<file path="src/emb_pkg.sv">
// package for the external memory bus interface
package emb_pkg;
	// operating modes
	typedef enum logic [1:0] {
		EMB_MODE_MICROCONTROLLER = 2'h0,
		EMB_MODE_EXTENDED = 2'h1,
		EMB_MODE_MICROPROCESSOR = 2'h2,
		EMB_MODE_RESERVED = 2'h3
	} emb_mode_t;

	// bus cycle phases, one-hot
	typedef enum logic [3:0] {
		EMB_PH_ADDR = 4'b0001,
		EMB_PH_HOLD = 4'b0010,
		EMB_PH_DATA = 4'b0100,
		EMB_PH_END = 4'b1000
	} emb_phase_t;

	// core request for one bus cycle
	typedef struct packed {
		logic [15:0] addr;
		logic [15:0] wdata;
		logic write;
		logic internal;
	} emb_req_t;

	// control strobe pins of the bus control port
	typedef struct packed {
		logic wr_n;
		logic oe_n;
		logic ale;
	} emb_ctl_t;

	localparam int EMB_CTL_ALE_BIT = 0;
	localparam int EMB_CTL_OE_BIT = 1;
	localparam int EMB_CTL_WR_BIT = 2;
	localparam logic [15:0] EMB_AD_RESET = 16'h0000;
	localparam logic [2:0] EMB_CTL_IDLE = 3'b110;
	localparam logic [2:0] EMB_CTL_OUT_EN = 3'b111;
endpackage

</file>
<file path="src/emb_bus.sv">
// external memory bus engine: multiplexed address/data with control strobes
`timescale 1ns/1ps
module emb_bus
	import emb_pkg::*;
(
	// clock and reset
	input wire logic clk,
	input wire logic rst_n,
	// mode select
	input wire emb_mode_t mode,
	// core request
	input wire logic req_valid,
	input wire emb_req_t req,
	input wire logic [15:0] internal_word,
	output logic req_ready,
	output logic rsp_valid,
	output logic [15:0] rsp_data,
	// general i/o view of the ports
	input wire logic [15:0] gpio_ad_out,
	input wire logic [15:0] gpio_ad_oe,
	input wire logic [2:0] gpio_ctl_out,
	input wire logic [2:0] gpio_ctl_oe,
	output logic [15:0] gpio_ad_in,
	output logic [2:0] gpio_ctl_in,
	// low and high multiplexed ports
	input wire logic [15:0] ad_in,
	output logic [15:0] ad_out,
	output logic [15:0] ad_oe,
	// bus control port
	input wire logic [2:0] ctl_in,
	output logic [2:0] ctl_out,
	output logic [2:0] ctl_oe,
	// bus mode indication
	output logic bus_mode
);
	emb_phase_t state_q, state_d;
	emb_req_t cur_q;
	logic [15:0] ad_sync, ctl_sync16;
	logic [15:0] ad_out_q, ad_out_d, ad_oe_q, ad_oe_d;
	emb_ctl_t ctl_q, ctl_d;
	logic [2:0] ctl_oe_q, ctl_oe_d;
	logic bus_mode_q, rsp_valid_q, ready_q, late_q;
	logic [15:0] rsp_data_q, gpio_ad_in_q;
	logic [2:0] gpio_ctl_in_q;

	// pins cross into clk domain
	emb_sync #(.WIDTH(16)) u_ad_sync (
		.clk(clk),
		.rst_n(rst_n),
		.din(ad_in),
		.dout(ad_sync)
	);
	emb_sync #(.WIDTH(16)) u_ctl_sync (
		.clk(clk),
		.rst_n(rst_n),
		.din({13'h0000, ctl_in}),
		.dout(ctl_sync16)
	);

	wire bus_sel = (mode == EMB_MODE_EXTENDED) || (mode == EMB_MODE_MICROPROCESSOR);
	wire start = bus_mode_q && req_valid && (state_q == EMB_PH_END || state_q == EMB_PH_ADDR)
		&& ready_q;
	wire in_cycle = bus_mode_q && !ready_q;
	wire internal_fetch = cur_q.internal && (mode == EMB_MODE_EXTENDED);
	wire [15:0] read_word = internal_fetch ? internal_word : ad_sync;

	always_comb begin
		state_d = state_q;
		ad_out_d = ad_out_q;
		ad_oe_d = ad_oe_q;
		ctl_d = ctl_q;
		ctl_oe_d = ctl_oe_q;
		if (!bus_mode_q) begin
			// port registers steer pins only outside bus mode
			ad_out_d = gpio_ad_out;
			ad_oe_d = gpio_ad_oe;
			ctl_d = gpio_ctl_out;
			ctl_oe_d = gpio_ctl_oe;
			state_d = EMB_PH_ADDR;
		end else begin
			ctl_oe_d = EMB_CTL_OUT_EN;
			case (state_q)
				EMB_PH_ADDR: begin
					ctl_d = EMB_CTL_IDLE;
					ad_oe_d = 16'h0000;
					if (start) begin
						ad_out_d = req.addr;
						ad_oe_d = 16'hffff;
						ctl_d.ale = 1'b1;
						state_d = EMB_PH_HOLD;
					end
				end
				EMB_PH_HOLD: begin
					ctl_d.ale = 1'b0;
					ad_oe_d = cur_q.write ? 16'hffff : 16'h0000;
					ad_out_d = cur_q.write ? cur_q.wdata : ad_out_q;
					state_d = EMB_PH_DATA;
				end
				EMB_PH_DATA: begin
					// strobes run for internal fetches too
					ctl_d.oe_n = cur_q.write;
					ctl_d.wr_n = !cur_q.write;
					state_d = EMB_PH_END;
				end
				EMB_PH_END: begin
					ctl_d = EMB_CTL_IDLE;
					ad_oe_d = 16'h0000;
					state_d = EMB_PH_ADDR;
				end
				default: begin
					state_d = EMB_PH_ADDR;
				end
			endcase
		end
	end

	always_ff @(posedge clk) begin
		if (!rst_n) begin
			state_q <= EMB_PH_ADDR;
			bus_mode_q <= 1'b0;
			cur_q <= '0;
			ad_out_q <= EMB_AD_RESET;
			ad_oe_q <= 16'h0000;
			ctl_q <= EMB_CTL_IDLE;
			ctl_oe_q <= 3'b000;
			ready_q <= 1'b1;
			late_q <= 1'b0;
			rsp_valid_q <= 1'b0;
			rsp_data_q <= 16'h0000;
			gpio_ad_in_q <= 16'h0000;
			gpio_ctl_in_q <= 3'b000;
		end else begin
			state_q <= state_d;
			bus_mode_q <= bus_sel;
			ad_out_q <= ad_out_d;
			ad_oe_q <= ad_oe_d;
			ctl_q <= ctl_d;
			ctl_oe_q <= ctl_oe_d;
			gpio_ad_in_q <= ad_sync;
			gpio_ctl_in_q <= ctl_sync16[2:0];
			rsp_valid_q <= 1'b0;
			if (start) begin
				cur_q <= req;
				ready_q <= 1'b0;
			end else if (!bus_mode_q) begin
				ready_q <= 1'b1;
				late_q <= 1'b0;
			end else if (in_cycle && state_q == EMB_PH_END) begin
				// data phase reaches the sync output one cycle later
				late_q <= 1'b1;
			end else if (late_q) begin
				late_q <= 1'b0;
				ready_q <= 1'b1;
				rsp_valid_q <= !cur_q.write;
				rsp_data_q <= read_word;
			end
		end
	end

	assign req_ready = ready_q;
	assign rsp_valid = rsp_valid_q;
	assign rsp_data = rsp_data_q;
	assign gpio_ad_in = gpio_ad_in_q;
	assign gpio_ctl_in = gpio_ctl_in_q;
	assign ad_out = ad_out_q;
	assign ad_oe = ad_oe_q;
	assign ctl_out = ctl_q;
	assign ctl_oe = ctl_oe_q;
	assign bus_mode = bus_mode_q;
endmodule // emb_bus

</file>
<file path="src/emb_sync.sv">
// two flip-flop synchroniser, parameterised width
`timescale 1ns/1ps
module emb_sync #(
	parameter int WIDTH = 16
) (
	// clock and reset
	input wire logic clk,
	input wire logic rst_n,
	// data
	input wire logic [WIDTH-1:0] din,
	output logic [WIDTH-1:0] dout
);
	logic [WIDTH-1:0] meta_q;

	always_ff @(posedge clk) begin
		if (!rst_n) begin
			meta_q <= '0;
			dout <= '0;
		end else begin
			meta_q <= din;
			dout <= meta_q;
		end
	end
endmodule // emb_sync

</file>
<file path="config.mk">
export PLATFORM = sky130hd
export DESIGN_NAME = emb_bus
export DESIGN_NICKNAME = d
export VERILOG_FILES = /design/src/emb_pkg.sv /design/src/emb_bus.sv /design/src/emb_sync.sv
export SDC_FILE = /design/constraint.sdc
export NUM_CORES = 1
export LEC_CHECK = 0
export BUFFER_PORTS_ARGS = -buffer_cell sky130_fd_sc_hd__buf_4
export CAP_MARGIN = 20
export CORE_UTILIZATION = 28
export CTS_BUF_LIST = sky130_fd_sc_hd__clkbuf_16
export DETAILED_ROUTE_END_ITERATION = 7
export GPL_ROUTABILITY_DRIVEN = 0
export PLACE_DENSITY = 0.56
export SLEW_MARGIN = 20
export SYNTH_ARGS = -nofsm -noshare
export SYNTH_HDL_FRONTEND = slang
export SYNTH_SLANG_ARGS = --single-unit
</file>
<file path="constraint.sdc">
create_clock -name clk -period 2.2 [get_ports clk]
set_input_delay 0.55 -clock clk [delete_from_list [all_inputs] [get_ports clk]]
set_output_delay 0.55 -clock clk [all_outputs]
set_load 0.1 [all_outputs]
</file>
==> flow_summary_export.csv, run 1 <==
group,metric,value,unit
power,p_per_area,899,nW/um^2
placed_design,port_buffers,187,
layout,fin_area,7240,um^2
critical_path,start_kind,"register",
critical_path,crit_type,"register to register",
critical_path,path_max_fanout,32,
critical_path,crit_arrival,2.31,ns
die,die_area,18600,um^2
route,viasPerCell,4.54,
logic_synthesis,netlist_area,5040,um^2
grt,antenna_found_initial,0,
cts,cts.reportedPaths.clkPinSlew,0.06,ns
logic_synthesis,synth_edf_count,0,
route,drt-initial-drc-count,149,
sta,fin_setup_tns,0,ns
power,p_int,4.53,mW
logic_synthesis,synthesis.nets,596,
sta,rsz0062_at_grt,"no",
sta,maxSlewViolCount,0,
route,vias,4078,
route,drc,0,
logic_synthesis,synth_top_area_frac,0.544,
cts,htree_levels,4,
power,swShare,0.304,
sta,max_slew_margin,0.569,
logic_synthesis,yosys.area.top_type,"dfxtp_1",
grt,grt_pass1_vias,4056,
cts,clock_latency,0.41,ns
die,die_x,136,um
cts,cts_post_setup_buffers_inserted,0,
logic_synthesis,synth-async-reset-ratio,0,
power,p_comb_frac,0.174,
sta,whs,0.331,ns
logic_synthesis,synthFlopType,"dfxtp_1",
logic_synthesis,ys_seq_area_frac,0.544,
layout,syn2layout_area_growth,43.5,%
power,p_leak,3.50,nW
sta,finalCritPeriodShare,0.888,
die,ioPinCount,188,
die,core,17400,um^2
layout,nets,774,
die,chipHeight,136,um
outcome,status,"finished clean",
layout,drive_gt1_frac,0.372,
sta,clock_skew,0.00587,ns
critical_path,required,2.56,ns
grt,grt.total_usage,0.143,
logic_synthesis,ys_types,38,
power,switchingPower,1.98,mW
power,vdd_drop_max,0.000506,V
logic_synthesis,synth.avg_cell_area,10.4,um^2
route,drt-total-wl,13300,um
route,ant_nets,0,
critical_path,r2r_slack,0.25,ns
cts,cts-root-buf,"clkbuf_16",
logic_synthesis,synthTopCellsByArea,"dfxtp_1 (54%), mux2i_1 (10%), and2_1 (7.2%)",
cts,postCtsResizedCells,0,
job,drv_cap,0,
cts,clock-sinks,137,
die,row_count,48,
grt,met3_usage,0.0455,
grt,grtUsageMet2,0.227,
placed_design,dp_hpwl,9230,um
sta,fmax,512,MHz
die,start_util,0.290,
layout,final_cells,899,
cts,holdBufCountCts,0,
logic_synthesis,ys_ff_latch,137,
critical_path,cp-end-kind,"register",
sta,final-setup-viol-count,0,
sta,post-route-min-period,1.95,ns
cts,cts_made_buffers,17,
cts,clockBufferDepth,2,
grt,use_met1,0.177,
grt,grt_pass1_wl,20200,um
grt,grt_max_degree,88,
layout,mostFrequentLayoutCells,"buf_4 (195), dfxtp_1 (135), and2_1 (58)",
power,power_frac_seq,0.410,
logic_synthesis,syn_inst,483,
grt,grt_overflow,0,
sta,worstMarginPinSlew,0.647,ns
layout,mostFrequentLayoutCell,"buf_4",
route,routedWlPerCell,14.8,um
route,detail_route.first_pass.iterations,6,
placed_design,dp.cells,867,
power,finalPower,6.51,mW
grt,grt-busiest-layer,"met2",
power,p_clk_frac,0.417,
logic_synthesis,synth-warning-count,0,
min_path,hold_class,"input port to register",
placed_design,postPlaceCellArea,6670,um^2
layout,n_antenna_cell,0,
sta,hold_violations,0,
cts,cts_tree,"built",
[per-layer routing]
layer | vias to the layer above | wire (um) | part of all wire
met5 | - | 0 | 0
met1 | 1874 | 5950 | 0.45
met3 | 15 | 853 | 0.064
li1 | 2056 | - | -
met4 | 0 | 225 | 0.017
met2 | 133 | 6250 | 0.47
[worst paths after layout]
path / start / endpoint / cells past startpoint
setup / recovery: state_q[3] / ad_out[2] / 4
hold / removal: gpio_ctl_oe[1] / ctl_oe[1] / 2
setup reg to reg: state_q[3] / ad_out[2] / 4
hold reg to reg: u_ad_sync.meta_q[8] / u_ad_sync.dout[8] / 1
[state kept, by name, indices dropped and copies added, names as in the netlist]
register,cells
cur_q,18
ad_oe,16
ad_out,16
gpio_ad_in,16
rsp_data,16
u_ad_sync.dout,16
u_ad_sync.meta_q,16
state_q,4
ctl_oe,3
ctl_out,3
gpio_ctl_in,3
u_ctl_sync.dout,3
u_ctl_sync.meta_q,3
bus_mode,1
late_q,1
req_ready,1
rsp_valid,1
[power by group through the flow]
stage	clock [mW]	combinational [mW]	sequential (mW)
finish	2.71	1.13	2.66
detailed placement	0	1.14	2.72
global placement	0	1.12	2.72
CTS	2.80	1.14	2.67
floorplan	0	0.259	3.24
global route	2.92	1.19	2.68
[cell usage after synthesis, drive strengths merged (2+ instances only)]
cell type  instances
dfxtp            137
and2              59
mux2i             51
o21ai             34
clkbuf            30
nand2             22
nor2b             21
a21oi             19
nand3             18
a211oi            16
a31o              16
o211a             16
buf                9
nor2               6
inv                3
o21a               3
a21boi             2
nand2b             2
o31ai              2
or3                2
[cell type report]
class	count	area, um^2
Multi-Input combinational cell	304	2110
Inverter	3	11.3
Clock inverter	15	139
Fill cell	1728	10200
Timing Repair Buffer	198	1520
Clock buffer	17	425
Tap cell	225	282
Sequential cell	137	2750
[critical path, stage by stage (launching register included)]
cell,delay (ns)
dfxtp_1,0.36
or4b_1,0.54
o221a_2,0.50
a211oi_1,0.33
a31o_2,0.16
[through the flow]
stage,utilization,setup slack [ns]
2_1_floorplan,-,0.182
3_3_place_gp,0.383,0.315
3_5_place_dp,0.383,0.243
4_1_cts,0.416,0.302
5_1_grt,0.416,0.179
6_report,0.416,0.247
[logic make-up after synthesis]
kind of cell | share of synthesized area
compound gates | 0.158
xor+xnor | 0.00174
fa+ha+maj | 0.00248
buf+inv | 0.0389
flops | 0.544
mux | 0.101
simple gates | 0.154
Power figures use the tool's default switching activity.
==> run 2: changes to the inputs <==
--- a/config.mk
+++ b/config.mk
@@ -8,11 +8,11 @@
 export BUFFER_PORTS_ARGS = -buffer_cell sky130_fd_sc_hd__buf_4
 export CAP_MARGIN = 20
 export CORE_UTILIZATION = 28
-export CTS_BUF_LIST = sky130_fd_sc_hd__clkbuf_16
 export DETAILED_ROUTE_END_ITERATION = 7
 export GPL_ROUTABILITY_DRIVEN = 0
-export PLACE_DENSITY = 0.56
+export PLACE_DENSITY = 0.47
 export SLEW_MARGIN = 20
 export SYNTH_ARGS = -nofsm -noshare
 export SYNTH_HDL_FRONTEND = slang
+export SYNTH_HIERARCHICAL = 1
 export SYNTH_SLANG_ARGS = --single-unit
==> flow_summary_export.csv, run 2 <==
group,metric,value,unit
power,switchingPower,2.20,mW
power,p_int,4.49,mW
grt,grt_pass1_vias,4322,
cts,clockBufferDepth,2,
layout,top_register,"cur_q",
die,die_x,137,um
logic_synthesis,synth.avg_cell_area,9.64,um^2
cts,clock_latency,0.43,ns
sta,rsz0062_at_grt,"no",
power,swShare,0.329,
sta,fin_setup_tns,0,ns
grt,antenna_found_initial,0,
cts,cts_post_setup_buffers_inserted,0,
sta,finalCritPeriodShare,0.910,
logic_synthesis,synth-warning-count,6,
layout,mostFrequentLayoutCell,"buf_4",
critical_path,path_max_fanout,21,
critical_path,required,1.65,ns
cts,holdBufCountCts,0,
sta,maxSlewViolCount,0,
power,p_leak,3.02,nW
sta,hold_violations,0,
layout,n_antenna_cell,0,
route,drt-total-wl,14500,um
critical_path,critical_path_buf_inv_count,1,
outcome,status,"finished clean",
layout,mostFrequentLayoutCells,"buf_4 (202), dfxtp_1 (135), nand2_1 (58)",
route,detail_route.first_pass.iterations,4,
layout,syn2layout_area_growth,43.5,%
layout,largest_reg_flops,18,
route,drt-initial-drc-count,172,
critical_path,crit_family,"flip-flops",
route,viasPerCell,4.60,
grt,grt_overflow,0,
logic_synthesis,syn_inst,526,
die,die_area,18700,um^2
sta,post-route-min-period,2.00,ns
layout,utilization,0.416,
power,p_per_area,920,nW/um^2
grt,grt.total_usage,0.160,
cts,htree_levels,4,
logic_synthesis,synthesis.nets,639,
power,p_clk_frac,0.422,
grt,grt_max_degree,43,
route,drc,0,
critical_path,crit_chain,"buf_4",
cts,postCtsResizedCells,0,
cts,cts_tree,"built",
cts,cts_made_buffers,17,
die,start_util,0.290,
route,vias,4336,
critical_path,max_stage_delay,0.64,ns
die,ioPinCount,188,
die,core,17500,um^2
power,vdd_drop_max,0.000554,V
sta,worstMarginPinSlew,0.489,ns
grt,grt_pass1_wl,22700,um
critical_path,start_kind,"register",
power,power_frac_seq,0.401,
layout,drive_gt1_frac,0.403,
placed_design,dp_hpwl,10100,um
placed_design,port_buffers,187,
logic_synthesis,netlist_area,5070,um^2
route,ant_nets,0,
sta,final-setup-viol-count,0,
cts,cts-root-buf,"clkbuf_16",
critical_path,r2r_slack,0.44,ns
sta,fmax,499,MHz
critical_path,crit_type,"register to output pin",
die,row_count,48,
critical_path,cp-end-kind,"output pin",
sta,clock_skew,0.0137,ns
cts,cts.reportedPaths.clkPinSlew,0.07,ns
sta,max_slew_margin,0.674,
die,chipHeight,137,um
cts,clock-sinks,137,
layout,nets,818,
power,p_comb_frac,0.177,
route,routedWlPerCell,15.4,um
layout,nFillCells,1753,
job,drv_cap,0,
critical_path,cp_slowest_cell,"dfxtp_2",
critical_path,crit_arrival,1.45,ns
min_path,hold_class,"input port to register",
==> run 2: worst paths after layout <==
check	startpoint	endpoint	depth (start not counted)
min reg2reg	u_ctl_sync/dout[2]	gpio_ctl_in[2]	1
max reg2reg	state_q[3]	rsp_data[4]	6
max	bus_mode	bus_mode	1
min	ad_in[14]	u_ad_sync/meta_q[14]	2
==> run 2: per-layer routing <==
metal / vias up / track usage / share of wire
li1: 2204 / - / -
met1: 1963 / 0.190 / 0.43
met2: 155 / 0.258 / 0.45
met3: 14 / 0.0663 / 0.11
met4: 0 / 0.0605 / 0.012
met5: - / 0 / 0
==> run 2: stage by stage <==
step / power [mW] / std cells / worst slack (ns) / instance area, um^2 / hold slack [ns]
2_1_floorplan: 3.56 / 526 / 0.0239 / 5070 / 0.412
5_1_grt: 6.98 / 943 / 0.142 / 7280 / 0.312
3_3_place_gp: 3.92 / 911 / 0.372 / 6680 / 0.413
3_5_place_dp: 3.93 / 911 / 0.348 / 6680 / 0.421
6_report: 6.70 / 943 / 0.197 / 7280 / 0.334
4_1_cts: 6.80 / 943 / 0.170 / 7280 / 0.307
==> run 2: power by group through the flow <==
stage / sequential [mW] / combinational [mW] / clock, mW
final: 2.68 / 1.19 / 2.83
after detailed placement: 2.74 / 1.19 / 0
after floorplan: 3.29 / 0.269 / 0
after global routing: 2.70 / 1.25 / 3.03
after CTS: 2.68 / 1.20 / 2.92
after global placement: 2.74 / 1.18 / 0
==> run 2: final cells by class <==
class | instances | area [um^2] | share of cell area
clock inverter | 15 | 171 | 0.0236
sequential | 137 | 2750 | 0.377
tap | 225 | 282 | 0.0387
inverter | 4 | 15.0 | 0.00206
timing repair buffer | 203 | 1540 | 0.211
multi-input combinational | 342 | 2100 | 0.289
clock buffer | 17 | 425 | 0.0585
